## src/rtl/mclp_params.svh

```systemverilog
`ifndef MCLP_PARAMS_SVH
`define MCLP_PARAMS_SVH

// timing, in ns as printed, and derived cycle counts
`define MCLP_SYS_PERIOD_NS     10
`define MCLP_BACKUP_PERIOD_NS  100
`define MCLP_SLOW_PERIOD_NS    31250
`define MCLP_BACKUP_CYCLES     (`MCLP_BACKUP_PERIOD_NS / `MCLP_SYS_PERIOD_NS)
`define MCLP_SLOW_CYCLES       (`MCLP_SLOW_PERIOD_NS / `MCLP_SYS_PERIOD_NS)

// missing-clock limit, in backup clock periods without a reference edge
`define MCLP_MISS_LIMIT        4'h4

// divider field width; code n divides by n+1
`define MCLP_DIV_W             6
`define MCLP_USB_POST_DIV      6'h03

// usb pll multiplier field
`define MCLP_USB_MULT_W        6
`define MCLP_USB_BYPASS_CODE   6'h00

// deep-sleep source select codes
`define MCLP_DS_SRC_SLOW       2'h0
`define MCLP_DS_SRC_BACKUP     2'h1
`define MCLP_DS_SRC_OSC        2'h2

// can clock select codes
`define MCLP_CAN_SRC_SUBSYS    2'h0
`define MCLP_CAN_SRC_OSC       2'h1
`define MCLP_CAN_SRC_EXT       2'h2

// reset values and peripheral count
`define MCLP_OWNER_RESET       1'b0
`define MCLP_PERIPH_COUNT      8

`endif

```

## src/rtl/mclp_pkg.sv

```systemverilog
package mclp_pkg;
  typedef enum logic [1:0] {
    MS_RUN,
    MS_SLEEP,
    MS_DEEP,
    MS_HANDLER
  } mclp_mode_t;
endpackage

```

## src/rtl/mclp_clkdiv.sv

```systemverilog
`include "mclp_params.svh"

// divides a source tick stream by code+1; output is a registered pulse
module mclp_clkdiv #(
  parameter int W = `MCLP_DIV_W
) (
  // clock and reset
  input  wire logic         sys_clk,
  input  wire logic         rst,
  // source and ratio
  input  wire logic         src_tick,
  input  wire logic [W-1:0] div,
  // divided tick
  output logic              out_tick
);
  logic [W-1:0] cnt;
  wire          wrap = (cnt >= div);

  always_ff @(posedge sys_clk) begin
    if (rst) begin
      cnt      <= '0;
      out_tick <= 1'b0;
    end else begin
      out_tick <= src_tick & wrap;
      if (src_tick) begin
        cnt <= wrap ? '0 : cnt + 1'b1;
      end
    end
  end
endmodule

```

## src/rtl/mclp_top.sv

```systemverilog
`include "mclp_params.svh"

module mclp_top #(
  parameter int NP = `MCLP_PERIPH_COUNT,
  parameter int DW = `MCLP_DIV_W
) (
  // clock and reset
  input  wire logic                        sys_clk,
  input  wire logic                        rst,
  // pins from other clock domains
  input  wire logic                        osc_ref_pin,
  input  wire logic                        external_clock_input,
  // pll output ticks, same domain
  input  wire logic                        pll_out_tick,
  input  wire logic                        usb_pll_out_tick,
  // clock configuration
  input  wire logic                        main_pll_output_enable,
  input  wire logic [DW-1:0]               system_clock_divider,
  input  wire logic [DW-1:0]               master_subsystem_divider,
  input  wire logic [DW-1:0]               analog_clock_control,
  input  wire logic                        analog_src_osc,
  input  wire logic [1:0]                  deep_sleep_src,
  input  wire logic [DW-1:0]               deep_sleep_clock_config,
  input  wire logic [`MCLP_USB_MULT_W-1:0] pll_integer_multiplier_field,
  input  wire logic                        usb_ref_ext,
  input  wire logic [1:0]                  can_clk_sel,
  // gating
  input  wire logic [NP-1:0]               run_gating_register,
  input  wire logic [NP-1:0]               sleep_gating_register,
  input  wire logic [NP-1:0]               deep_sleep_gating_register,
  input  wire logic [NP-1:0]               periph_enable,
  input  wire logic                        auto_gating_select,
  // master core events and control bits
  input  wire logic                        wfi,
  input  wire logic                        irq_wake,
  input  wire logic                        handler_return,
  input  wire logic                        deep_low_power_select,
  input  wire logic                        sleep_on_handler_exit,
  // pll register ownership
  input  wire logic                        control_core_write_request,
  input  wire logic                        master_core_write_reclaim,
  input  wire logic                        master_pll_write,
  input  wire logic                        control_pll_write,
  // derived clock ticks
  output logic                             system_pll_clock,
  output logic                             master_subsystem_clock,
  output logic                             analog_subsystem_clock,
  output logic                             deep_sleep_divided_clock,
  output logic                             core_clk,
  output logic                             control_shared_clk,
  output logic [NP-1:0]                    periph_clk,
  output logic                             usb_clk,
  output logic                             can_clk,
  output logic                             wdog_clk,
  // status
  output logic                             main_pll_on,
  output logic                             usb_pll_on,
  output logic                             osc_on,
  output logic                             clock_failure_flag,
  output mclp_pkg::mclp_mode_t             lp_mode,
  output logic                             pll_owner_control,
  output logic                             pll_reg_write,
  output logic [`MCLP_USB_MULT_W-1:0]      usb_pll_ratio,
  output logic                             usb_pll_bypass
);
  import mclp_pkg::*;

  localparam int BK_CYC = `MCLP_BACKUP_CYCLES;
  localparam int SL_CYC = `MCLP_SLOW_CYCLES;

  function automatic logic [`MCLP_USB_MULT_W-1:0] usb_ratio(
    input logic [`MCLP_USB_MULT_W-1:0] code
  );
    return code;
  endfunction

  //////////////////////////////////////////////////////////////////////////
  // internal backup and slow clock ticks
  logic [3:0]  bk_cnt;
  logic [11:0] sl_cnt;
  logic        backup_tick;
  logic        slow_tick;

  always_ff @(posedge sys_clk) begin
    if (rst) begin
      bk_cnt      <= 4'h0;
      backup_tick <= 1'b0;
    end else begin
      backup_tick <= (bk_cnt == 4'(BK_CYC - 1));
      bk_cnt      <= (bk_cnt == 4'(BK_CYC - 1)) ? 4'h0 : bk_cnt + 4'h1;
    end
  end

  always_ff @(posedge sys_clk) begin
    if (rst) begin
      sl_cnt    <= 12'h000;
      slow_tick <= 1'b0;
    end else begin
      slow_tick <= (sl_cnt == 12'(SL_CYC - 1));
      sl_cnt    <= (sl_cnt == 12'(SL_CYC - 1)) ? 12'h000 : sl_cnt + 12'h001;
    end
  end

  //////////////////////////////////////////////////////////////////////////
  // pin synchronisers: bit 0 oscillator, bit 1 external input
  logic [1:0] pin_s1;
  logic [1:0] pin_s2;
  logic [1:0] pin_s3;
  logic [1:0] pin_lvl;
  logic [1:0] pin_lvl_d;
  wire  [1:0] next_pin_lvl = (pin_s2 & pin_s3) | (pin_lvl & (pin_s2 | pin_s3));
  wire        osc_tick     = pin_lvl[0] & ~pin_lvl_d[0];
  wire        ext_tick     = pin_lvl[1] & ~pin_lvl_d[1];

  always_ff @(posedge sys_clk) begin
    if (rst) begin
      pin_s1    <= 2'h0;
      pin_s2    <= 2'h0;
      pin_s3    <= 2'h0;
      pin_lvl   <= 2'h0;
      pin_lvl_d <= 2'h0;
    end else begin
      pin_s1    <= {external_clock_input, osc_ref_pin};
      pin_s2    <= pin_s1;
      pin_s3    <= pin_s2;
      pin_lvl   <= next_pin_lvl;
      pin_lvl_d <= pin_lvl;
    end
  end

  //////////////////////////////////////////////////////////////////////////
  // missing-clock detector
  logic [3:0] miss_cnt;
  logic       fail_sel;
  wire        in_deep = (lp_mode == MS_DEEP);
  wire        in_sleep = (lp_mode == MS_SLEEP);
  wire        miss_hit = backup_tick & (miss_cnt == `MCLP_MISS_LIMIT);

  always_ff @(posedge sys_clk) begin
    if (rst) begin
      miss_cnt           <= 4'h0;
      clock_failure_flag <= 1'b0;
    end else begin
      if (osc_tick || !osc_on) begin
        miss_cnt <= 4'h0;
      end else if (backup_tick && miss_cnt != `MCLP_MISS_LIMIT) begin
        miss_cnt <= miss_cnt + 4'h1;
      end
      if (miss_hit) begin
        clock_failure_flag <= 1'b1;
      end
    end
  end

  //////////////////////////////////////////////////////////////////////////
  // clock trees
  wire          sys_src_tick = main_pll_output_enable ? pll_out_tick
                                                      : osc_tick;
  wire          sysdiv_tick;
  wire          sys_tick;
  wire          ms_tick;
  wire          adiv_tick;
  wire          ds1_tick;
  wire          ds_tick;
  wire          usb_div_tick;
  logic         ds_src_tick;
  logic         can_src_tick;

  // swap only where neither stream has a pulse in flight
  always_ff @(posedge sys_clk) begin
    if (rst) begin
      fail_sel <= 1'b0;
    end else if (clock_failure_flag && !sysdiv_tick && !backup_tick) begin
      fail_sel <= 1'b1;
    end
  end

  mclp_clkdiv #(.W(DW)) u_sysdiv (
    .sys_clk  (sys_clk),
    .rst      (rst),
    .src_tick (sys_src_tick),
    .div      (system_clock_divider),
    .out_tick (sysdiv_tick)
  );

  assign sys_tick = fail_sel ? backup_tick : sysdiv_tick;

  mclp_clkdiv #(.W(DW)) u_msdiv (
    .sys_clk  (sys_clk),
    .rst      (rst),
    .src_tick (sys_tick),
    .div      (master_subsystem_divider),
    .out_tick (ms_tick)
  );

  mclp_clkdiv #(.W(DW)) u_adiv (
    .sys_clk  (sys_clk),
    .rst      (rst),
    .src_tick (analog_src_osc ? osc_tick : sys_tick),
    .div      (analog_clock_control),
    .out_tick (adiv_tick)
  );

  always_comb begin
    case (deep_sleep_src)
      `MCLP_DS_SRC_SLOW:   ds_src_tick = slow_tick;
      `MCLP_DS_SRC_BACKUP: ds_src_tick = backup_tick;
      default:             ds_src_tick = osc_tick;
    endcase
  end

  mclp_clkdiv #(.W(DW)) u_dsdiv (
    .sys_clk  (sys_clk),
    .rst      (rst),
    .src_tick (ds_src_tick),
    .div      (deep_sleep_clock_config),
    .out_tick (ds1_tick)
  );

  mclp_clkdiv #(.W(DW)) u_ds2div (
    .sys_clk  (sys_clk),
    .rst      (rst),
    .src_tick (ds1_tick),
    .div      (master_subsystem_divider),
    .out_tick (ds_tick)
  );

  mclp_clkdiv #(.W(DW)) u_usbdiv (
    .sys_clk  (sys_clk),
    .rst      (rst),
    .src_tick (usb_pll_out_tick),
    .div      (`MCLP_USB_POST_DIV),
    .out_tick (usb_div_tick)
  );

  always_comb begin
    case (can_clk_sel)
      `MCLP_CAN_SRC_OSC: can_src_tick = osc_tick;
      `MCLP_CAN_SRC_EXT: can_src_tick = ext_tick;
      default:           can_src_tick = ms_tick;
    endcase
  end

  wire usb_byp   = (pll_integer_multiplier_field == `MCLP_USB_BYPASS_CODE);
  wire usb_ref   = usb_ref_ext ? ext_tick : osc_tick;
  wire usb_tick  = usb_byp ? usb_ref : usb_div_tick;
  wire ana_tick  = fail_sel ? backup_tick : adiv_tick;

  //////////////////////////////////////////////////////////////////////////
  // peripheral gating selection
  wire [NP-1:0] gate_sel =
    (auto_gating_select && in_sleep) ? sleep_gating_register :
    (auto_gating_select && in_deep)  ? deep_sleep_gating_register :
                                       run_gating_register;
  wire [NP-1:0] gate       = gate_sel & periph_enable;
  wire          periph_src = in_deep ? ds_tick : ms_tick;
  wire          core_act   = (lp_mode == MS_RUN) || (lp_mode == MS_HANDLER);
  wire          osc_keep   = !in_deep || (deep_sleep_src == `MCLP_DS_SRC_OSC);

  //////////////////////////////////////////////////////////////////////////
  // low-power mode sequencer
  mclp_mode_t next_lp_mode;
  logic       saved_deep;

  always_comb begin
    next_lp_mode = lp_mode;
    case (lp_mode)
      MS_RUN: begin
        if (wfi) begin
          next_lp_mode = deep_low_power_select ? MS_DEEP : MS_SLEEP;
        end
      end
      MS_SLEEP, MS_DEEP: begin
        if (irq_wake) begin
          next_lp_mode = sleep_on_handler_exit ? MS_HANDLER : MS_RUN;
        end
      end
      MS_HANDLER: begin
        if (handler_return) begin
          next_lp_mode = saved_deep ? MS_DEEP : MS_SLEEP;
        end
      end
      default: next_lp_mode = MS_RUN;
    endcase
  end

  always_ff @(posedge sys_clk) begin
    if (rst) begin
      lp_mode    <= MS_RUN;
      saved_deep <= 1'b0;
    end else begin
      lp_mode <= next_lp_mode;
      if (lp_mode != MS_HANDLER) begin
        saved_deep <= in_deep;
      end
    end
  end

  //////////////////////////////////////////////////////////////////////////
  // pll register ownership
  always_ff @(posedge sys_clk) begin
    if (rst) begin
      pll_owner_control <= `MCLP_OWNER_RESET;
      pll_reg_write     <= 1'b0;
    end else begin
      if (master_core_write_reclaim) begin
        pll_owner_control <= 1'b0;
      end else if (control_core_write_request) begin
        pll_owner_control <= 1'b1;
      end
      pll_reg_write <= pll_owner_control ? control_pll_write
                                         : master_pll_write;
    end
  end

  //////////////////////////////////////////////////////////////////////////
  // registered outputs
  always_ff @(posedge sys_clk) begin
    if (rst) begin
      system_pll_clock         <= 1'b0;
      master_subsystem_clock   <= 1'b0;
      analog_subsystem_clock   <= 1'b0;
      deep_sleep_divided_clock <= 1'b0;
      core_clk                 <= 1'b0;
      control_shared_clk       <= 1'b0;
      periph_clk               <= '0;
      usb_clk                  <= 1'b0;
      can_clk                  <= 1'b0;
      wdog_clk                 <= 1'b0;
      main_pll_on              <= 1'b1;
      usb_pll_on               <= 1'b1;
      osc_on                   <= 1'b1;
      usb_pll_ratio            <= '0;
      usb_pll_bypass           <= 1'b1;
    end else begin
      system_pll_clock         <= sys_tick & ~in_deep;
      master_subsystem_clock   <= ms_tick;
      analog_subsystem_clock   <= ana_tick & ~in_deep;
      deep_sleep_divided_clock <= ds_tick;
      core_clk                 <= ms_tick & core_act;
      control_shared_clk       <= sys_tick & ~in_deep;
      periph_clk               <= {NP{periph_src}} & gate;
      usb_clk                  <= usb_tick & ~in_deep;
      can_clk                  <= can_src_tick & ~in_deep;
      wdog_clk                 <= osc_tick;
      main_pll_on              <= ~in_deep;
      usb_pll_on               <= ~in_deep;
      osc_on                   <= osc_keep;
      usb_pll_ratio            <= usb_ratio(pll_integer_multiplier_field);
      usb_pll_bypass           <= usb_byp;
    end
  end
endmodule

```

## config.mk

```make
export PLATFORM = sky130hd
export DESIGN_NAME = mclp_top
export DESIGN_NICKNAME = d
export VERILOG_FILES = /design/src/rtl/mclp_pkg.sv /design/src/rtl/mclp_clkdiv.sv /design/src/rtl/mclp_top.sv
export VERILOG_INCLUDE_DIRS = /design/src /design/src/rtl
export SDC_FILE = /design/constraint.sdc
export NUM_CORES = 1
export LEC_CHECK = 0
export ABC_CLOCK_PERIOD_IN_PS = 3210
export BUFFER_PORTS_ARGS = -buffer_cell sky130_fd_sc_hd__buf_2
export CAP_MARGIN = 10
export CORE_ASPECT_RATIO = 0.5
export CORE_MARGIN = 5
export CORE_UTILIZATION = 28
export DETAILED_ROUTE_END_ITERATION = 8
export PLACE_DENSITY_LB_ADDON = 0.15
export SLEW_MARGIN = 20
export SYNTH_ARGS = -nofsm -noshare
export SYNTH_HDL_FRONTEND = slang
export SYNTH_HIERARCHICAL = 1
export SYNTH_SLANG_ARGS = --single-unit
```

## constraint.sdc

```tcl
create_clock -name sys_clk -period 3.21 [get_ports sys_clk]
set_input_delay 0.4815 -clock sys_clk [delete_from_list [all_inputs] [get_ports sys_clk]]
set_output_delay 0.4815 -clock sys_clk [all_outputs]
set_load 0.005 [all_outputs]
```

==> impl_metrics.json <==
{
  "dpl.hpwl_mm": 9.63,
  "post-route-util_pct": 34.6,
  "slowest_delay_ps": 670,
  "required_ps": 3500,
  "wl_per_cell_um": 12.9,
  "root_buffer": "clkbuf_16",
  "fillers": 2042,
  "crit_family": "compound AO/OA/AOI/OAI gates",
  "cts-htree-levels": 3,
  "powerDensity_nw_per_um2": 452,
  "drt-total-wl_mm": 12.4,
  "synth_top_area_share_pct": 38.5,
  "finalNetCount": 830,
  "syn-cell-area_sq_um": 5510,
  "clk_path_buf_depth": 2,
  "yosysSeqAreaShare_pct": 38.5,
  "cts.sinks": 106,
  "endpoint_kind": "flop",
  "worst-path-max-fanout": 9,
  "cts_tree": "yes",
  "synthAdderAreaFrac_pct": 12.5,
  "regArea_sq_um": 2120,
  "r2r_slack_ps": 820,
  "grt_max_degree": 28,
  "syn_inst": 569,
  "final-setup-viol-count": 0,
  "arrival_ps": 2670,
  "synth_simple_gate_area_share_pct": 21.3,
  "worst-setup-path-type": "flop to flop",
  "intPower_w": 0.00224,
  "grt_pass1_wl_mm": 20.8,
  "synth_edf_count": 0,
  "synth.area.top_cells": "dfxtp_1, ha_1, nor2b_1",
  "hold_buffers": 0,
  "pin_count": 117,
  "status": "finished clean",
  "crit_end": "u_adiv/out_tick$_SDFF_PP0_",
  "slew_violations": 0,
  "fin_crit_ps": 2390,
  "grt-ovfl-total": 0,
  "synth_seq_cells": 106,
  "startpoint_type": "flop",
  "path_clk_slew_ps": 80,
  "crit_chain": "mux2_2 -> nor2_1 -> a21oi_1 -> nand3_4 -> o31ai_4 -> nor2b_1",
  "synth_xor_area_share_pct": 5.25,
  "num_vias": 4172,
  "synthFlopType": "dfxtp_1",
  "switching_power_w": 0.000781,
  "maxCapViolCount": 0,
  "grt_antenna_before_repair": 1,
  "cp.depth": 6,
  "combPwrFrac_pct": 13.4,
  "worstSkewPairLatency_ps": 340,
  "synthMuxAreaShare_pct": 2.20,
  "reg2reg_from": "backup_tick$_SDFF_PP0_",
  "slowest_stage": "a21oi_1",
  "seqPwrFrac_pct": 46.0,
  "place_congestion": 0.759,
  "fmax_mhz": 419,
  "area_growth_pct": 21.6,
  "avgSynthCellArea_sq_um": 9.68,
  "route.detailed.drc": 0,
  "grt.total_usage_pct": 11.2,
  "n_antenna_cell": 0,
  "synth_top_family_by_area": "simple AND/OR/NAND/NOR gates",
  "fin_skew_ps": 8.14,
  "r2r_end": "u_adiv/out_tick$_SDFF_PP0_",
  "core_sq_um": 19400,
  "rsz0062_at_grt": "no",
  "die_w_um": 208,
  "cts_buffers": 9,
  "synth_area_leader_cell": "dfxtp_1",
  "finalHoldViolCount": 0,
  "drive_gt1_share_pct": 24.9,
  "ant_nets": 0,
  "crit_buf_inv": 0,
  "p_leak_nw": 2.86,
  "async_reset_ff_share_pct": 0,
  "postCtsSetupBuffers": 0,
  "die_h_um": 109,
  "setup_tns_ps": 0,
  "hp-class": "primary input to flop",
  "avgViaCountPerCell": 4.34,
  "core.rowCount": 36,
  "ys_warn_count": 6,
  "maxSlewHeadroom_pct": 31.3,
  "worst_pin_slew_ps": 1020,
  "ir_drop_uv": 228,
  "grt_pass1_vias": 4128,
  "numPortBuffers": 116,
  "drt_first_pass_iters": 4,
  "synthDistinctLibCells": 49,
  "rr_worst_depth": 6,
  "ctsResizeCount": 0,
  "synth_compound_area_share_pct": 14.4,
  "initial_utilization_pct": 28.4,
  "p_sw_share_pct": 25.8,
  "clkPwrFrac_pct": 40.6,
  "drt_iter0_drc": 147,
  "critPathLaunch": "backup_tick$_SDFF_PP0_",
  "dieArea_sq_um": 22700,
  "period_share_pct": 74.3,
  "multiInputGateArea_sq_um": 3080
}
[cells in the mapped netlist, types with 4 or more instances]
cell type	n
dfxtp_1	106
ha_1	55
inv_1	50
nor3_1	39
nor2b_1	37
nand2_1	28
a21oi_1	25
nor2_1	23
xor2_1	19
nand4_1	14
xnor2_1	14
o21ai_0	13
mux2i_1	11
nor3b_1	9
o2111a_1	9
a21oi_2	8
o21ai_1	8
a21o_1	7
or3_1	7
a2bb2oi_2	6
buf_6	6
nand3_1	6
nand3_4	6
o31ai_4	6
or2b_1	6
clkbuf_1	5
o31ai_1	5
nand3b_1	4
[kinds of logic after synthesis]
family,Yosys count
flip-flops,106
adder cells (fa/ha/maj),55
buffers and inverters,68
XOR/XNOR,33
AND/OR/NAND/NOR,196
multiplexers,12
AO/OA/AOI/OAI,97
other,2
[sequential cells by signal, indices dropped and copies added, names as in the netlist, 2 cells and up]
name	cells
sl_cnt	12
periph_clk	8
u_adiv/cnt	6
u_ds2div/cnt	6
u_dsdiv/cnt	6
u_msdiv/cnt	6
u_sysdiv/cnt	6
u_usbdiv/cnt	6
usb_pll_ratio	6
bk_cnt	4
miss_cnt	4
lp_mode	2
pin_lvl	2
pin_lvl_d	2
pin_s1	2
pin_s2	2
pin_s3	2
[power by group through the flow]
| stage | sequential [W] | clock, W | combinational, W |
|---|---|---|---|
| after CTS | 0.00139 | 0.00128 | 0.000415 |
| after global placement | 0.00142 | 0 | 0.000412 |
| after global routing | 0.00140 | 0.00132 | 0.000469 |
| after detailed placement | 0.00142 | 0 | 0.000413 |
| after floorplan | 0.00142 | 0 | 0.000267 |
| final | 0.00139 | 0.00123 | 0.000405 |
[cell type report]
type                            count  area share [%]
Inverter                           52            2.92
Timing Repair Buffer              122            9.35
Sequential cell                   106            31.7
Clock buffer                        9            3.37
Tap cell                          266            4.97
Multi-Input combinational cell    399            46.1
Clock inverter                      7            1.61
[placed cells by master (no fill, tap or decap), drive strengths merged, types with 11 or more instances in the layout]
cell type and n:
xnor2 14, dfxtp 106, inv 55, buf 122
o21ai 21, nand3 13, nand2 28, nand4 15
a21oi 33, nor3 39, xor2 19, o31ai 12
nor2 23, ha 55, nor2b 37, mux2i 11
[worst reg2reg max path: cells and delay by family, from the launching register on]
kind	cells	cell delay (ps)
mux	1	370
simple gates	3	400
compound gates	2	1100
flops	1	470
[routing by layer]
layer	GRT usage, %	routed length, um
met5	0	20
met4	2.39	92
met3	3.16	479
met2	18.5	5680
met1	14.8	6120
[per-stage QoR]
step | instances | area [sq um] | total power (W) | setup WS, ps | hold WS, ps
finish | 961 | 6690 | 0.00302 | 825 | 298
global route | 961 | 6690 | 0.00319 | 620 | 286
CTS | 961 | 6690 | 0.00308 | 779 | 285
detailed placement | 945 | 6360 | 0.00184 | 787 | 418
global placement | 945 | 6360 | 0.00183 | 819 | 415
floorplan | 573 | 5520 | 0.00168 | 1550 | 396
[worst min-delay path by stage]
stage / startpoint / endpoint / slack, ps / cells past startpoint
6_report: master_core_write_reclaim / pll_owner_control$_SDFFE_PP0P_ / 300 / 2
3_5_place_dp: pin_lvl_d[0]$_SDFF_PP0_ / wdog_clk$_SDFF_PP0_ / 420 / 1
5_1_grt: master_core_write_reclaim / pll_owner_control$_SDFFE_PP0P_ / 290 / 2
2_1_floorplan: pin_lvl_d[0]$_SDFF_PP0_ / wdog_clk$_SDFF_PP0_ / 400 / 1
3_3_place_gp: pin_lvl_d[0]$_SDFF_PP0_ / wdog_clk$_SDFF_PP0_ / 410 / 1
4_1_cts: master_core_write_reclaim / pll_owner_control$_SDFFE_PP0P_ / 280 / 2
Power figures use the tool's default switching activity.
